File: src/dbg_trap_consts.vh
// Constants shared by the debug trap and branch record logic
// What this block does
// - Comparator armed by local or global enable
// - Match type 10b matches I/O ports when extensions on
// - I/O length 00b,01b,11b: byte, word, doubleword
// - Port address zero-extended to 64 bits
// - I/O hit traps after instruction, sets hit flag
// - Repeated string I/O traps per iteration, pushes instruction unless last iteration
// - Trapping task switch traps before first instruction
// - Guard bit traps debug register access beforehand
// - Guard trap clears guard, sets access-detect flag
// - Trap flag set by return delays one instruction; pop only clears it
// - Fast system return traps before target executes
// - Step trap clears live flag, pushes set image
// - Step trap beats pending external interrupt
// - Software interrupt instructions clear trap flag
// - Breakpoint instructions vector to breakpoint handler
// - Branch loads last-branch source and target
// - Interrupt loads interrupted and handler offsets
// - Most interrupts copy branch record to interrupt record
// - Debug exception clears record enable, keeps contents
// - Recording covers every listed control-transfer kind
// - Types 00b instruction, 01b write, 11b read-write
`ifndef DBG_TRAP_CONSTS_VH
`define DBG_TRAP_CONSTS_VH
// Debug control register field positions
`define DCR_L0          0
`define DCR_G0          1
`define DCR_GUARD       13
`define DCR_TYPE0       16
`define DCR_LEN0        18
`define DCR_RESET       64'h0000000000000400
// Debug status register field positions
`define DSR_ACCESS      13
`define DSR_STEP        14
`define DSR_TASK        15
`define DSR_RESET       64'h00000000FFFF0FF0
// Match type and length encodings
`define MT_INSTR        2'h0
`define MT_WRITE        2'h1
`define MT_IO           2'h2
`define MT_RW           2'h3
`define ML_BYTE         2'h0
`define ML_WORD         2'h1
`define ML_DWORD        2'h3
// Exception vectors
`define VEC_DEBUG       8'h01
`define VEC_BREAKPOINT  8'h03
// Control transfer kinds
`define XF_NONE         4'h0
`define XF_BRANCH       4'h1
`define XF_SOFT_INT     4'h2
`define XF_ONE_BYTE     4'h3
`define XF_OVERFLOW     4'h4
`define XF_ICE          4'h5
`define XF_EXCEPTION    4'h6
`define XF_MCHECK       4'h7
`define XF_EXT_INT      4'h8
`define XF_NMI          4'h9
`define XF_SMI          4'hA
`define XF_RESUME       4'hB
`define XF_SYSCALL      4'hC
`define XF_FAST_SYSTEM_RETURN       4'hD
`define XF_INTERRUPT_RETURN         4'hE
`endif

File: src/bp_comparator.v
// One I/O breakpoint comparator with its own enable and field decode
`include "dbg_trap_consts.vh"
module bp_comparator #(
    parameter AW = 64
) (
    input  wire [AW-1:0] bp_addr,
    input  wire          local_en,
    input  wire          global_en,
    input  wire [1:0]    match_type,
    input  wire [1:0]    match_len,
    input  wire          ext_en,
    input  wire          io_valid,
    input  wire [15:0]   io_port,
    input  wire [1:0]    io_size,
    output wire          hit
);
    wire [AW-1:0] port_ext;
    wire          armed;
    wire          is_io;
    wire          len_ok;
    assign port_ext = {{(AW-16){1'b0}}, io_port};
    assign armed    = local_en | global_en;
    // Type 10b only means I/O while extensions enabled
    // Codes 00b, 01b and 11b belong to the address matchers
    assign is_io    = (match_type != `MT_INSTR) &
                      (match_type != `MT_WRITE) &
                      (match_type != `MT_RW) & ext_en;
    // Length code 10b is not a legal I/O size, so never matches
    assign len_ok   = (match_len == io_size) &&
                      (match_len != 2'h2);
    assign hit = armed & is_io & len_ok & io_valid &
                 (port_ext == bp_addr);
endmodule // bp_comparator

File: src/debug_trap_and_branch_record.v
// Debug exception, single step and branch recording logic of the core
`include "dbg_trap_consts.vh"
module debug_trap_and_branch_record #(
    parameter NCMP = 4,
    parameter AW   = 64
) (
    input  wire            mclk,
    input  wire            sys_rst,
    // Software writes of the debug state
    input  wire            dcr_wr,
    input  wire [63:0]     dcr_wdata,
    input  wire            dsr_wr,
    input  wire [63:0]     dsr_wdata,
    input  wire            bpa_wr,
    input  wire [1:0]      bpa_idx,
    input  wire [AW-1:0]   bpa_wdata,
    input  wire            msr_wr,
    input  wire            msr_wdata,
    input  wire            debug_extensions_enable,
    // Pipeline events
    input  wire            retire,
    input  wire            io_valid,
    input  wire [15:0]     io_port,
    input  wire [1:0]      io_size,
    input  wire            io_rep_string,
    input  wire            io_rep_more,
    input  wire            task_switch,
    input  wire            task_trap_bit,
    input  wire            dbg_reg_access,
    input  wire            tf_set_by_return,
    input  wire            tf_set_by_fast_system_return,
    input  wire            tf_clear_by_pop,
    input  wire            ext_int_pending,
    input  wire [3:0]      xfer_kind,
    input  wire [AW-1:0]   xfer_from,
    input  wire [AW-1:0]   xfer_to,
    input  wire [7:0]      soft_int_vector,
    // Results
    output reg  [63:0]     debug_control_reg,
    output reg  [63:0]     debug_status_reg,
    output reg  [AW*4-1:0] breakpoint_address_reg,
    output reg             branch_record_enable,
    output reg  [AW-1:0]   last_branch_source,
    output reg  [AW-1:0]   last_branch_target,
    output reg  [AW-1:0]   last_int_source,
    output reg  [AW-1:0]   last_int_target,
    output reg             trap_flag,
    output reg             pushed_trap_flag,
    output reg             debug_exception,
    output reg             dbg_before_instr,
    output reg             push_instr_addr,
    output reg             breakpoint_exception,
    output reg  [7:0]      exc_vector,
    output reg             service_ext_int,
    output wire            dbg_write_blocked
);
    // Step state machine
    localparam ST_OFF   = 3'b001;
    localparam ST_DELAY = 3'b010;
    localparam ST_ARMED = 3'b100;

    reg  [2:0]      step_reg;
    reg  [2:0]      step_next;
    reg             int_after_reg;
    wire [NCMP-1:0] cmp_hit;
    wire            io_trap;
    wire            task_trap;
    wire            guard_trap;
    wire            step_trap;
    wire            any_dbg;
    wire            is_int;
    wire            is_soft_clear;
    wire            is_bp_vec;
    wire            rec_xfer;

    // One comparator per breakpoint address register
    genvar i;
    generate
        for (i = 0; i < NCMP; i = i + 1) begin : g_cmp
            bp_comparator #(.AW(AW)) u_cmp (
                .bp_addr    (breakpoint_address_reg[i*AW +: AW]),
                .local_en   (debug_control_reg[`DCR_L0 + 2*i]),
                .global_en  (debug_control_reg[`DCR_G0 + 2*i]),
                .match_type (debug_control_reg[`DCR_TYPE0 + 4*i +: 2]),
                .match_len  (debug_control_reg[`DCR_LEN0 + 4*i +: 2]),
                .ext_en     (debug_extensions_enable),
                .io_valid   (io_valid & retire),
                .io_port    (io_port),
                .io_size    (io_size),
                .hit        (cmp_hit[i])
            );
        end
    endgenerate

    // Trap causes; guard trap is taken before the access executes
    assign io_trap    = |cmp_hit;
    assign task_trap  = task_switch & task_trap_bit;
    assign guard_trap = dbg_reg_access &
                        debug_control_reg[`DCR_GUARD];
    assign step_trap  = (retire & step_reg == ST_ARMED) |
                        tf_set_by_fast_system_return;
    assign any_dbg    = io_trap | task_trap | guard_trap | step_trap;
    // Guarded access must not alter any debug register
    assign dbg_write_blocked = guard_trap;

    // Transfer classes for record and trap flag handling
    assign is_soft_clear = retire & ((xfer_kind == `XF_SOFT_INT) |
                           (xfer_kind == `XF_ONE_BYTE) |
                           (xfer_kind == `XF_OVERFLOW));
    assign is_bp_vec = (xfer_kind == `XF_ONE_BYTE) |
                       ((xfer_kind == `XF_SOFT_INT) &
                        (soft_int_vector == `VEC_BREAKPOINT));
    assign is_int = (xfer_kind == `XF_SOFT_INT) |
                    (xfer_kind == `XF_ONE_BYTE) |
                    (xfer_kind == `XF_OVERFLOW) |
                    (xfer_kind == `XF_ICE) |
                    (xfer_kind == `XF_EXCEPTION) |
                    (xfer_kind == `XF_MCHECK) |
                    (xfer_kind == `XF_EXT_INT) |
                    (xfer_kind == `XF_NMI) |
                    (xfer_kind == `XF_SMI);
    // Every kind from branch through interrupt return is recorded
    assign rec_xfer = (xfer_kind != `XF_NONE);

    // Step sequencing: a newly set flag waits one instruction
    always @* begin
        step_next = step_reg;
        case (step_reg)
            ST_OFF: begin
                if (tf_set_by_return)
                    step_next = ST_DELAY;
            end
            ST_DELAY: begin
                if (retire)
                    step_next = ST_ARMED;
            end
            ST_ARMED: begin
                if (retire)
                    step_next = ST_OFF;
            end
            default: step_next = ST_OFF;
        endcase
        if (tf_clear_by_pop | is_soft_clear)
            step_next = ST_OFF;
        if (any_dbg)
            step_next = ST_OFF;
    end

    // Step state and trap flag
    always @(posedge mclk) begin
        if (sys_rst) begin
            step_reg  <= ST_OFF;
            trap_flag <= 1'b0;
        end else begin
            step_reg <= step_next;
            if (any_dbg | is_soft_clear | tf_clear_by_pop)
                trap_flag <= 1'b0;
            else if (tf_set_by_return | tf_set_by_fast_system_return)
                trap_flag <= 1'b1;
        end
    end

    // Exception outputs from flip-flops; exc_vector holds, pushed_trap_flag follows trap_flag but is set on a step trap, the rest pulse
    always @(posedge mclk) begin
        if (sys_rst) begin
            debug_exception      <= 1'b0;
            dbg_before_instr     <= 1'b0;
            push_instr_addr      <= 1'b0;
            breakpoint_exception <= 1'b0;
            exc_vector           <= 8'h00;
            pushed_trap_flag     <= 1'b0;
            service_ext_int      <= 1'b0;
            int_after_reg        <= 1'b0;
        end else begin
            debug_exception      <= any_dbg;
            // Before-instruction: guard, task entry, fast_system_return step
            dbg_before_instr     <= guard_trap | task_trap |
                                    tf_set_by_fast_system_return;
            // Unfinished repeat loop restarts at the instruction
            push_instr_addr      <= io_trap & io_rep_string &
                                    io_rep_more;
            breakpoint_exception <= ~any_dbg & retire & is_bp_vec;
            if (any_dbg)
                exc_vector <= `VEC_DEBUG;
            else if (retire & is_bp_vec)
                exc_vector <= `VEC_BREAKPOINT;
            // Stack image keeps the flag that was live at the trap
            pushed_trap_flag <= step_trap ? 1'b1 : trap_flag;
            // Interrupt is taken right after handler entry
            int_after_reg   <= step_trap & ext_int_pending;
            service_ext_int <= int_after_reg;
        end
    end

    // Debug control register; guard cleared on its own trap
    always @(posedge mclk) begin
        if (sys_rst) begin
            debug_control_reg <= `DCR_RESET;
        end else if (guard_trap) begin
            debug_control_reg[`DCR_GUARD] <= 1'b0;
        end else if (dcr_wr) begin
            debug_control_reg <= dcr_wdata;
        end
    end

    // Status flags: hardware set wins over software write
    always @(posedge mclk) begin
        if (sys_rst) begin
            debug_status_reg <= `DSR_RESET;
        end else begin
            if (dsr_wr & ~guard_trap)
                debug_status_reg <= dsr_wdata |
                    {48'h0, {12{1'b0}}, cmp_hit} |
                    ({63'h0, task_trap} << `DSR_TASK) |
                    ({63'h0, step_trap} << `DSR_STEP);
            else begin
                debug_status_reg[NCMP-1:0] <=
                    debug_status_reg[NCMP-1:0] | cmp_hit;
                if (task_trap)
                    debug_status_reg[`DSR_TASK] <= 1'b1;
                if (step_trap)
                    debug_status_reg[`DSR_STEP] <= 1'b1;
                if (guard_trap)
                    debug_status_reg[`DSR_ACCESS] <= 1'b1;
            end
        end
    end

    // Breakpoint address registers, blocked while guarded
    always @(posedge mclk) begin
        if (sys_rst)
            breakpoint_address_reg <= {(AW*4){1'b0}};
        else if (bpa_wr & ~guard_trap)
            breakpoint_address_reg[bpa_idx*AW +: AW] <= bpa_wdata;
    end

    // Record enable; the task trap bit lives outside, untouched
    always @(posedge mclk) begin
        if (sys_rst)
            branch_record_enable <= 1'b0;
        else if (any_dbg)
            branch_record_enable <= 1'b0;
        else if (msr_wr)
            branch_record_enable <= msr_wdata;
    end

    // Branch and interrupt records; contents kept on debug trap
    always @(posedge mclk) begin
        if (sys_rst) begin
            last_branch_source <= {AW{1'b0}};
            last_branch_target <= {AW{1'b0}};
            last_int_source    <= {AW{1'b0}};
            last_int_target    <= {AW{1'b0}};
        end else if (branch_record_enable & retire & rec_xfer &
                     ~any_dbg) begin
            last_branch_source <= xfer_from;
            last_branch_target <= xfer_to;
            // Copy previous branch record except excluded kinds
            if (is_int & (xfer_kind != `XF_MCHECK) &
                (xfer_kind != `XF_ICE)) begin
                last_int_source <= last_branch_source;
                last_int_target <= last_branch_target;
            end
        end
    end
endmodule // debug_trap_and_branch_record

File: config.mk
export PLATFORM = sky130hd
export DESIGN_NAME = debug_trap_and_branch_record
export DESIGN_NICKNAME = d
export VERILOG_FILES = /design/src/bp_comparator.v /design/src/debug_trap_and_branch_record.v
export VERILOG_INCLUDE_DIRS = /design/src /design/src/src
export SDC_FILE = /design/constraint.sdc
export NUM_CORES = 1
export LEC_CHECK = 0
export ABC_AREA = 1
export BUFFER_PORTS_ARGS = -buffer_cell sky130_fd_sc_hd__buf_4
export CELL_PAD_IN_SITES_DETAIL_PLACEMENT = 2
export CELL_PAD_IN_SITES_GLOBAL_PLACEMENT = 2
export CORE_AREA = 5 5 393 395
export DETAILED_ROUTE_END_ITERATION = 7
export DIE_AREA = 0 0 398 400
export PLACE_DENSITY_LB_ADDON = 0.1
export SLEW_MARGIN = 10
export SYNTH_ARGS = -nofsm -noshare
export SYNTH_HDL_FRONTEND = slang
export SYNTH_HIERARCHICAL = 1
export SYNTH_SLANG_ARGS = --single-unit
File: constraint.sdc
create_clock -name mclk -period 2.8 [get_ports mclk]
set_input_delay 0.56 -clock mclk [delete_from_list [all_inputs] [get_ports mclk]]
set_output_delay 0.56 -clock mclk [all_outputs]
set_load 0.02 [all_outputs]
* After elaboration in Yosys (flattened, before gate mapping)
Index checks and enable logic that the tools add are counted.
** Operators by class
- Shift operators :: 2
- Equality and inequality tests :: 38
- Reductions and logical operators :: 21
- Muxes and demuxes :: 13
- Bitwise gates (word level) :: 76
- Add/sub/neg operators :: 1
** Operators with widths (number)
- 256-bit bitwise mux :: 1
- 16-bit by 64-bit == test with 1-bit output :: 4
- 64-bit by 34-bit variable shift with 256-bit output, first input constant :: 1
- 64-bit by 34-bit variable part select with 256-bit output :: 1
- 64-bit by 15-bit bitwise OR with 64-bit output :: 1
- 64-bit by 16-bit bitwise OR with 64-bit output :: 1
- 64-bit by 4-bit bitwise OR with 64-bit output :: 1
- 1-bit AND :: 47
- 8-bit negator with 34-bit output :: 1
- 1-bit bitwise OR :: 23
- 2-bit inequality test, second input constant :: 11
- 4-bit by 3-bit == test with 1-bit output, second input constant :: 4
- 2-bit nonzero test :: 8
- 4-bit == test, second input constant :: 3
- 3-bit 2-to-1 mux :: 4
- 3-bit one-hot mux with 3 select lines :: 1
- 2-bit == test :: 4
- 4-bit by 2-bit == test with 1-bit output, second input constant :: 2
- 8-bit by 2-bit == test with 1-bit output, second input constant :: 1
- 2-bit by 1-bit inequality test with 1-bit output, second input constant :: 4
- 4-bit by 3-bit inequality test with 1-bit output, second input constant :: 2
- 1-bit 2-to-1 mux :: 6
- 2-bit OR reduction :: 3
- 1-bit logical AND :: 4
- 11 further kinds :: 13
** Storage, ports and cells
- Output and inout bits :: 657
- Flip-flop bits (word level) :: 654

* Depth between registers and ports, before layout
Gate-level depths: netlist (run 1).
- Word-level depth :: 15
- Depth in mapped cells :: 20

* Hierarchy
Netlist (run 1), hierarchy kept.
** Modules (own cells, without submodules)
- debug_trap_and_branch_record :: seq. area each 13092.6 um^2, instances 1, area each 24977.7 um^2, cells each 3388
- bp_comparator :: seq. area each 0.0 um^2, instances 4, area each 576.8 um^2, cells each 152

* Least setup slack after synthesis (run 1)
Ideal clock, no wire load.
- Path type :: input to register
- Start :: in io_valid
- End :: reg last_branch_source[61]
- Data arrival time :: 2.062 ns
- Slack :: 0.673 ns
- Stages on the path :: 18
- Required time :: 2.735 ns
- Setup time :: 0.065 ns
- Buffers on the path :: 2
- Cells stage by stage :: nand2_1 inv_1 nand2_1 inv_1 nand2_1 nor2_2 nand2_1 nor2_1 nand2_1 nor2_1 nor2_1 nand3_1 nor2_1 nand3_1 clkbuf_2 clkbuf_1 o21ai_0 nor2_1
** On the way
- Longest elaborated chain between the ends :: 9
- Elaborated cells between the ends (all ways) :: 15
** RTL lines
- from (decl) :: line debug_trap_and_branch_record.v:22 : input wire io_valid,
- 1-bit AND :: line debug_trap_and_branch_record.v:87 : .io_valid (io_valid & retire),
- 1-bit AND (2 in series) :: line bp_comparator.v:31 : assign hit = armed & is_io & len_ok & io_valid &
- named net cmp_hit[1] :: line debug_trap_and_branch_record.v:65 : wire [NCMP-1:0] cmp_hit;
- 4-bit OR reduction :: line debug_trap_and_branch_record.v:96 : assign io_trap = |cmp_hit;
- 1-bit bitwise OR (3 in series) :: line debug_trap_and_branch_record.v:102 : assign any_dbg = io_trap | task_trap | guard_trap | step_trap;
- 1-bit inverter :: line debug_trap_and_branch_record.v:255 : ~any_dbg) begin
- 1-bit AND :: line debug_trap_and_branch_record.v:254 : end else if (branch_record_enable & retire & rec_xfer &
- to (signal assigned) :: line debug_trap_and_branch_record.v:250 : last_branch_source <= {AW{1'b0}};
- to (signal assigned) :: line debug_trap_and_branch_record.v:256 : last_branch_source <= xfer_from;
- to (decl) :: line debug_trap_and_branch_record.v:43 : output reg [AW-1:0] last_branch_source,
The timed path passes the listed nets, and every way through them passes these cells.
A chain may end at the register's enable or synchronous reset.

* Worst setup path in the final report (run 1)
- Start :: reg breakpoint_address_reg[203]
- End :: reg last_int_target[12]
** On the way
- Longest elaborated chain between the ends :: 9
** RTL lines
- from (decl) :: line debug_trap_and_branch_record.v:41 : output reg [AW*4-1:0] breakpoint_address_reg,
- from (signal assigned) :: line debug_trap_and_branch_record.v:232 : breakpoint_address_reg <= {(AW*4){1'b0}};
- from (signal, indexed assignment) :: line debug_trap_and_branch_record.v:234 : breakpoint_address_reg[bpa_idx*AW +: AW] <= bpa_wdata;
- 16-bit by 64-bit == test with 1-bit output :: line bp_comparator.v:32 : (port_ext == bp_addr);
- 1-bit AND :: line bp_comparator.v:31
- named net cmp_hit[3] :: line debug_trap_and_branch_record.v:65
- 4-bit OR reduction :: line debug_trap_and_branch_record.v:96
- 1-bit bitwise OR (3 in series) :: line debug_trap_and_branch_record.v:102
- 1-bit inverter :: line debug_trap_and_branch_record.v:255
- 1-bit AND :: line debug_trap_and_branch_record.v:254
- 2-bit AND reduction (no source line)
- to (signal assigned) :: line debug_trap_and_branch_record.v:253 : last_int_target <= {AW{1'b0}};
- to (signal assigned) :: line debug_trap_and_branch_record.v:262 : last_int_target <= last_branch_target;
- to (decl) :: line debug_trap_and_branch_record.v:46 : output reg [AW-1:0] last_int_target,
The timed path passes the listed nets, and every way through them passes these cells.

==> impl_metrics.toml, run 1 <==
[cells_and_area]
nets = 5392
syn_to_final_growth_pct = 51.7
largest_register_ffs = 256
drive_above_1_share = 0.274
post-route-util = 0.274

[floorplanning]
rows = 143
die_h_um = 400
dieArea_um2 = 159000
start_util = 0.181
core_area_um2 = 151000
die_w_um = 398
io_pins = 1028

[power_and_ir_drop]
power_leakage_nw = 18.3
pwr_density_cell_nw_per_um2 = 588
total_power_w = 0.0243
irDropWorstVdd_mv = 0.437

[synth]
synth_top_area_share = 0.480
syn_area_um2 = 27300
synth_enable_flop_cells = 0
yosysMostFrequentCell = "nor2_1"
synth_top_area_cell = "dfxtp_1"
ys_types = 26
ys.flop_type = "dfxtp_1"
syn_inst = 3996
synth_commonest_cells = "nor2_1 (1,169), dfxtp_1 (654), nand2_1 (632)"
yosysSeqAreaShare = 0.480
synthTopCellsByArea = "dfxtp_1 (48%), nor2_1 (16%), nand2_1 (8.7%)"
ys_warn_count = 6
ys_ff_latch = 654
synth.avg_cell_area_um2 = 6.83
async_flop_share = 0

[cts]
path_clk_slew_ns = 0.06
cts_tree = "done"
cts_made_buffers = 89
root_buffer = "clkbuf_16"
clkLatencyLatePin_ns = 0.69
clock-sinks = 654
clk_path_buf_depth = 3
cts_htree_levels = 3

[sta]
worst_pin_slew_ns = 0.954
setup_violations = 0
fin_ws_ns = 0.214
max_freq_mhz = 387
slew_headroom = 0.364
fin_tns_setup_ns = 0
min_period_ns = 2.59
whs_ns = 0.0763
drv_slew = 0
skew_ns = 0.0296
fin_crit_sh = 0.924
finalHoldViolCount = 0

[place]
preCtsSetupSlack_ns = -0.475
place_congestion = 0.806
portBuffers = 1021
dpl.hpwl_um = 134000

[detailed_routing]
ant_nets = 0
drcViolationCount = 0
wl_um = 175000
wl_per_cell_um = 24.6
drtIter0Drc = 1093
dr_total_vias = 30355
first_pass_iters = 4
viasPerCell = 4.26

[global_routing]
antenna_found_initial = 21
grt_max_degree = 156
track_usage = 0.208
grt_pass1_vias = 31755
grt_pass1_wl_um = 241000
overflow = 0

[job]
cap_violations = 0

[min_path]
hp-class = "in2reg"

[worst_setup_path]
critPathArrivalTime_ns = 3.16
end_kind = "flop"
cp.required_ns = 3.37
critical_path.max_fanout = 7
path_class = "reg2reg"
worstSetupStartpointType = "flop"

[status]
outcome = "finished clean"
stage by stage:
step                cells  instance area, µm²
detailed placement   6939               37900
floorplan            4001               27300
global placement     6939               37900
CTS                  7099               41000
finish               7119               41400
global route         7114               41400
worst paths after layout:
check	startpoint	slack, ns	depth (start not counted)	endpoint
worst max-delay path	breakpoint_address_reg[203]	0.21	22	last_int_target[12]
worst min-delay path	dsr_wdata[26]	0.08	3	debug_status_reg[26]
worst max register to register	breakpoint_address_reg[203]	0.21	22	last_int_target[12]
worst min register to register	int_after_reg	0.42	2	service_ext_int
placed cells by master (no fill, tap or decap), drive strengths merged, types with 14 or more instances in the layout:
master	instances
nand4	53
inv	315
nand3	232
o21ai	236
clkinv	14
dfxtp	654
nor2	1175
clkbuf	144
a21oi	272
nand2	634
nor3	143
buf	1187
layout make-up:
type,instances,area (µm²)
sequential,654,13100
inverter,314,1190
tap,2030,2540
fill,17763,109000
clock inverter,19,254
antenna,7,17.5
timing repair buffer,1195,9660
clock buffer,138,2700
multi-input combinational,2762,11900
critical path, cell delays in order (launching register included):
cell and delay, ns:
dfxtp_4 0.36, nand2_1 0.06, inv_1 0.05, nor2_2 0.09, nor2_1 0.06, buf_4 0.14, nand2_2 0.08, nor2_1 0.05
nand2_1 0.11, buf_12 0.12, nor2_4 0.03, inv_2 0.07, nand2_1 0.08, nor2_4 0.16, nand3_4 0.09, nor2_4 0.12
buf_4 0.14, buf_12 0.12, clkbuf_16 0.19, buf_8 0.13, nand3_1 0.06, nand2_1 0.10, nor2_1 0.05
layer usage:
| layer | global-route usage | vias up | wire length, µm |
|---|---|---|---|
| met5 | 0 | - | 115 |
| met4 | 0.0428 | 18 | 3410 |
| met3 | 0.0691 | 168 | 12600 |
| met2 | 0.358 | 669 | 84600 |
| met1 | 0.253 | 14880 | 74600 |
| li1 | - | 14620 | - |
power by group:
| part | switching (W) | internal (W) | leakage, nW |
|---|---|---|---|
| clock | 0.00482 | 0.00699 | 1.46 |
| sequential | 0.000148 | 0.00951 | 5.31 |
| combinational | 0.00182 | 0.00103 | 11.5 |
| total | 0.00679 | 0.0175 | 18.3 |
kinds of logic (layout without fill, tap and decap cells):
family	count (synthesis)	count (layout)	synth area share
multiplexers	3	3	0.00110
flip-flops	654	654	0.480
buffers and inverters	585	1666	0.0921
AND/OR/NAND/NOR	2238	2238	0.331
AO/OA/AOI/OAI	510	510	0.0937
adder cells (fa/ha/maj)	5	5	0.00229
other	1	13	0.000137
repair_timing:
action | 4_1_cts | 5_1_grt
pin swaps | 0 | 4
hold buffers | 1 | 0
resized for setup | 10 | 57
setup buffers | 1 | 6
endpoints found under the setup margin | 256 | 253
gates cloned | 1 | 7
endpoints found under the hold margin | 1 | 0
No activity file was read; power rests on OpenSTA's default activity.
==> run 2: changes to the inputs <==
--- a/config.mk
+++ b/config.mk
@@ -6,15 +6,13 @@
 export SDC_FILE = /design/constraint.sdc
 export NUM_CORES = 1
 export LEC_CHECK = 0
-export ABC_AREA = 1
 export BUFFER_PORTS_ARGS = -buffer_cell sky130_fd_sc_hd__buf_4
 export CELL_PAD_IN_SITES_DETAIL_PLACEMENT = 2
 export CELL_PAD_IN_SITES_GLOBAL_PLACEMENT = 2
-export CORE_AREA = 5 5 393 395
+export CORE_AREA = 5 5 402 404
 export DETAILED_ROUTE_END_ITERATION = 7
-export DIE_AREA = 0 0 398 400
+export DIE_AREA = 0 0 407 409
 export PLACE_DENSITY_LB_ADDON = 0.1
-export SLEW_MARGIN = 10
 export SYNTH_ARGS = -nofsm -noshare
 export SYNTH_HDL_FRONTEND = slang
 export SYNTH_HIERARCHICAL = 1
==> impl_metrics.toml, run 2 <==
[worst_setup_path]
r2r_cells = 12
critical_path.max_fanout = 9
cp-startpoint = "breakpoint_address_reg[246]"
reg2reg_to = "last_branch_source[15]"
cp.required_ns = 3.40
path_class = "reg2reg"
r2r_slack_ns = -0.22
endpoint = "last_branch_source[15]"
regToRegStartpoint = "breakpoint_address_reg[246]"
end_kind = "flop"
worstSetupStartpointType = "flop"
critPathArrivalTime_ns = 3.62

[floorplanning]
io_pins = 1028
dieArea_um2 = 166000
die_h_um = 409
core_area_um2 = 157000
rows = 146
start_util = 0.167
die_w_um = 407

[synth]
syn_inst = 3101
synth_enable_flop_cells = 0
ys_types = 50
synth_compound_area_frac = 0.125
synthAdderAreaFrac = 0.00238
synth_top_area_share = 0.498
synth_top_family_by_area = "simple AND/OR/NAND/NOR gates"
synth.avg_cell_area_um2 = 8.48
yosysSeqAreaShare = 0.498
yosysMostFrequentCell = "dfxtp_1"
synth_top_area_cell = "dfxtp_1"
synthTopCellsByArea = "dfxtp_1 (50%), a21oi_1 (9.2%), nand2_1 (7.5%)"
syn_area_um2 = 26300
muxShareOfSynthArea = 0.0507
synth_commonest_cells = "dfxtp_1 (654), nand2_1 (524), a21oi_1 (482)"
synth_simple_gate_area_share = 0.252
ys.flop_type = "dfxtp_1"
synthXorXnorAreaFrac = 0.0226
async_flop_share = 0
ys_warn_count = 6
ys_ff_latch = 654

[sta]
finalHoldViolCount = 0
skew_ns = 0.0166
rsz0062_at_grt = "true"
max_freq_mhz = 332
worst_pin_slew_ns = 0.870
setup_violations = 265
fin_ws_ns = -0.216
fin_crit_sh = 1.08
drv_slew = 0
min_period_ns = 3.02
slew_headroom = 0.420

[global_routing]
track_usage = 0.198
grt_pass1_wl_um = 237000
antenna_found_initial = 30
overflow = 0
grt_pass1_vias = 30112
grt_max_degree = 91

[cts]
cts_made_buffers = 89
cts_htree_levels = 3
clkLatencyLatePin_ns = 0.69
clock-sinks = 654
path_clk_slew_ns = 0.06
root_buffer = "clkbuf_16"
clk_path_buf_depth = 3
cts_tree = "done"

[detailed_routing]
viasPerCell = 4.33
top_layer = "met5"
wl_um = 179000
drtIter0Drc = 1176
dr_total_vias = 28417
met2WireLength_um = 88300
wl_per_cell_um = 27.2
first_pass_iters = 4
ant_nets = 0
drt-met1-wl_um = 69200
wl_met3_um = 15100
drcViolationCount = 0

[cells_and_area]
syn_to_final_growth_pct = 67.2
n_fill_cell = 17883
final_cell_mix = "buf_4 (1,371), dfxtp_1 (652), nand2_1 (518)"
drive_above_1_share = 0.396
post-route-util = 0.279
final_cells = 6561
nets = 4782
final_common_cell = "buf_4"
fin_area_um2 = 44000
largest_register_ffs = 256

[power_and_ir_drop]
power_leakage_nw = 17.9
pwr_density_cell_nw_per_um2 = 557
irDropWorstVdd_mv = 0.436

[min_path]
hp-class = "in2reg"

[status]
violations = "negative setup slack"
outcome = "finished with violations"

[place]
preCtsSetupSlack_ns = -1.45
placed_cell_area_um2 = 39100
place_congestion = 0.789
dpl.hpwl_um = 133000
placedCellCount = 6340
portBuffers = 1021

[job]
cap_violations = 0
## run 2: changes by cell type after synthesis, sizes merged, moves of 54 or more
cell,change
nand2b,+258
a21oi,+210
nor3,-129
nand2,-110
nand3,+152
buf,-82
nor2,-1160
nor4,+54
mux2i,+128
o21ai,-108
inv,-300
clkbuf,+80
## run 2: layer usage
layer / vias to the layer above / GRT usage
met5: - / 0
met4: 22 / 0.0684
met3: 205 / 0.0796
met2: 733 / 0.343
met1: 14207 / 0.220
li1: 13250 / -
## run 2: how the worst min path moves through the flow
stage | endpoint | from | slack [ns] | cells past startpoint
floorplan | service_ext_int | int_after_reg | 0.41 | 1
global placement | service_ext_int | int_after_reg | 0.43 | 1
detailed placement | service_ext_int | int_after_reg | 0.44 | 1
CTS | debug_control_reg[10] | dcr_wdata[10] | 0.01 | 3
global route | debug_status_reg[24] | dsr_wdata[24] | 0.04 | 3
finish | debug_status_reg[11] | dsr_wdata[11] | 0.09 | 3
## run 2: repair_timing
item                                    in CTS  in global routing
resized for setup                           63                195
hold endpoints to repair                     0                  0
hold buffers                                 0                  0
endpoints found under the setup margin     269                265
pin swaps                                    8                 84
buffers inserted                             3                 17
cloned                                       4                 28
## run 2: layout make-up
cell class	count	area (µm²)	area share
Sequential cell	654	13100	0.298
Multi-Input combinational cell	2173	12800	0.290
Timing Repair Buffer	1476	12400	0.283
Tap cell	2072	2590	0.0589
Clock buffer	130	2580	0.0587
Clock inverter	29	432	0.00981
Inverter	12	45.0	0.00102
Antenna cell	15	37.5	0.000853
## run 2: cell families after synthesis
family / Yosys count
simple gates: 1324
flops: 654
buf+inv: 281
other cells: 1
fa+ha+maj: 5
mux: 133
xor+xnor: 68
compound gates: 635
## run 2: worst max-delay path, stage by stage (launching register included)
cell and delay [ns]:
dfxtp_1 0.33, nor4_4 0.56, nand4_1 0.27, nor4_2 0.34
and4_1 0.34, nor4_4 0.08, buf_12 0.14, nand3b_4 0.11
a211oi_4 0.06, buf_12 0.19, buf_12 0.14, buf_16 0.14
mux2i_2 0.20
## run 2: power by group
part,switching (W),internal [W]
Combinational,0.00165,0.00118
Sequential,0.000113,0.00947
Clock,0.00487,0.00722
Total,0.00663,0.0179
## run 2: per-stage QoR
step                hold slack, ns  total power (W)  setup TNS, ns
floorplan                    0.414           0.0108              0
global placement             0.434           0.0124        -276.63
detailed placement           0.443           0.0124        -287.44
CTS                         0.0124           0.0248         -26.79
global route                0.0380           0.0255         -46.38
finish                      0.0858           0.0245         -35.82
==> run 3: changes to the inputs <==
--- a/config.mk
+++ b/config.mk
@@ -12,7 +12,7 @@
 export CORE_AREA = 5 5 402 404
 export DETAILED_ROUTE_END_ITERATION = 7
 export DIE_AREA = 0 0 407 409
-export PLACE_DENSITY_LB_ADDON = 0.1
+export PLACE_DENSITY_LB_ADDON = 0.25
 export SYNTH_ARGS = -nofsm -noshare
 export SYNTH_HDL_FRONTEND = slang
 export SYNTH_HIERARCHICAL = 1
==> impl_metrics.toml, run 3 (synthesis results as in run 2) <==
[place]
place_congestion = 0.813
dpl.hpwl_um = 135000
portBuffers = 1021
placed_cell_area_um2 = 39500

[floorplanning]
start_util = 0.167
die_h_um = 409
dieArea_um2 = 166000
die_w_um = 407
core_area_um2 = 157000
io_pins = 1028
rows = 146

[sta]
fin_crit_sh = 1.06
max_freq_mhz = 336
rsz0062_at_grt = "true"
min_period_ns = 2.98
fin_ws_ns = -0.180
slew_headroom = 0.468
fin_tns_setup_ns = -20.23
finalHoldViolCount = 0
skew_ns = 0.0428
worst_pin_slew_ns = 0.791
drv_slew = 0
setup_violations = 251

[worst_setup_path]
critical_path.max_fanout = 6
cp_slowest_stage_delay_ns = 0.62
worstPathCellList = "nor4_4 > o221ai_1 > nor3_1 > and4_4 > nor4_4 > buf_12 > buf_8 > and3b_2 > clkbuf_16 > nand3_1 > a21oi_1"
critPathArrivalTime_ns = 3.52
critPathTopFamily = "simple AND/OR/NAND/NOR gates"
cp.required_ns = 3.34
critPathBufInv = 3
cp_common_cell = "nor4_4"
cpMaxStageDelayCell = "nor4_4"
end_kind = "flop"
worstSetupStartpointType = "flop"
path_class = "reg2reg"

[detailed_routing]
viasPerCell = 4.36
ant_nets = 0
wl_um = 177000
wl_per_cell_um = 26.9
drtIter0Drc = 1296
drcViolationCount = 0
first_pass_iters = 5
dr_total_vias = 28625

[global_routing]
grt_pass1_vias = 30349
grt_max_degree = 90
track_usage = 0.199
overflow = 0
grt_pass1_wl_um = 238000
antenna_found_initial = 33

[power_and_ir_drop]
p_switching_w = 0.00663
power_frac_comb = 0.115
pwr-share-clk = 0.494
internal_power_w = 0.0179
power_leakage_nw = 17.9
irDropWorstVdd_mv = 0.454
pwr_density_cell_nw_per_um2 = 558
power_frac_seq = 0.391
switching_share = 0.270

[cts]
cts_tree = "done"
path_clk_slew_ns = 0.05
cts_made_buffers = 88
clock-sinks = 654
cts_htree_levels = 3
root_buffer = "clkbuf_16"
clkLatencyLatePin_ns = 0.71
clk_path_buf_depth = 3

[cells_and_area]
nets = 4783
drive_above_1_share = 0.396
fin_area_um2 = 44000
final_cell_mix = "buf_4 (1,374), dfxtp_1 (646), nand2_1 (518)"
final_common_cell = "buf_4"
largest_register_ffs = 256
n_fill_cell = 17843
syn_to_final_growth_pct = 67.2

[status]
outcome = "finished with violations"
violations = "negative setup slack"

[job]
cap_violations = 0

[min_path]
hp-class = "in2reg"
-- run 3: layout make-up --
type | count | area (µm²) | area share
repair buffers | 1479 | 12300 | 0.280
clock inverters | 29 | 500 | 0.0114
multi-input cells | 2172 | 12800 | 0.292
clock buffers | 130 | 2550 | 0.0580
diodes | 17 | 42.5 | 0.000967
inverters | 12 | 45.0 | 0.00102
well taps | 2072 | 2590 | 0.0589
flip-flops and latches | 654 | 13100 | 0.298
-- run 3: worst paths after layout --
kind | slack [ns] | endpoint | cells past startpoint | start
setup / recovery | -0.18 | last_int_target[41] | 11 | breakpoint_address_reg[233]
hold / removal | 0.08 | debug_status_reg[31] | 3 | dsr_wdata[31]
setup reg to reg | -0.18 | last_int_target[41] | 11 | breakpoint_address_reg[233]
hold reg to reg | 0.44 | service_ext_int | 1 | int_after_reg
-- run 3: power groups by stage --
stage | Clock, W | Sequential [W] | Combinational (W)
after floorplan | 0 | 0.00996 | 0.000819
after global placement | 0 | 0.00979 | 0.00268
after detailed placement | 0 | 0.00980 | 0.00269
after CTS | 0.0126 | 0.00960 | 0.00277
after global routing | 0.0129 | 0.00961 | 0.00301
final | 0.0121 | 0.00960 | 0.00283
-- run 3: what timing repair did --
item                                    CTS  global route
hold buffers                             11             0
setup buffers                             7             5
pin swaps                                40            51
hold endpoints to repair                 11             0
cloned                                    2            13
resized for setup                        83           123
endpoints found under the setup margin  269           261
-- run 3: layer usage --
| metal | up-vias | routed length [µm] | track usage |
|---|---|---|---|
| li1 | 13272 | - | - |
| met1 | 14407 | 69000 | 0.223 |
| met2 | 737 | 89500 | 0.358 |
| met3 | 193 | 13300 | 0.0668 |
| met4 | 16 | 4680 | 0.0536 |
| met5 | - | 112 | 0 |
-- run 3: per-stage QoR --
stage          power, W  setup slack (ns)  hold slack (ns)   util  std cells
2_1_floorplan    0.0108            0.0269            0.414      -       3106
3_3_place_gp     0.0125             -1.29            0.418  0.251       6352
3_5_place_dp     0.0125             -1.24            0.447  0.251       6354
4_1_cts          0.0249            -0.136          0.00123  0.274       6532
5_1_grt          0.0255            -0.255           0.0326  0.279       6552
6_report         0.0246            -0.180           0.0841  0.279       6565
-- run 3: worst min-delay path, cell delays in order --
cell and delay (ns):
buf_4 0.07, nand2_1 0.04, nand3b_1 0.07
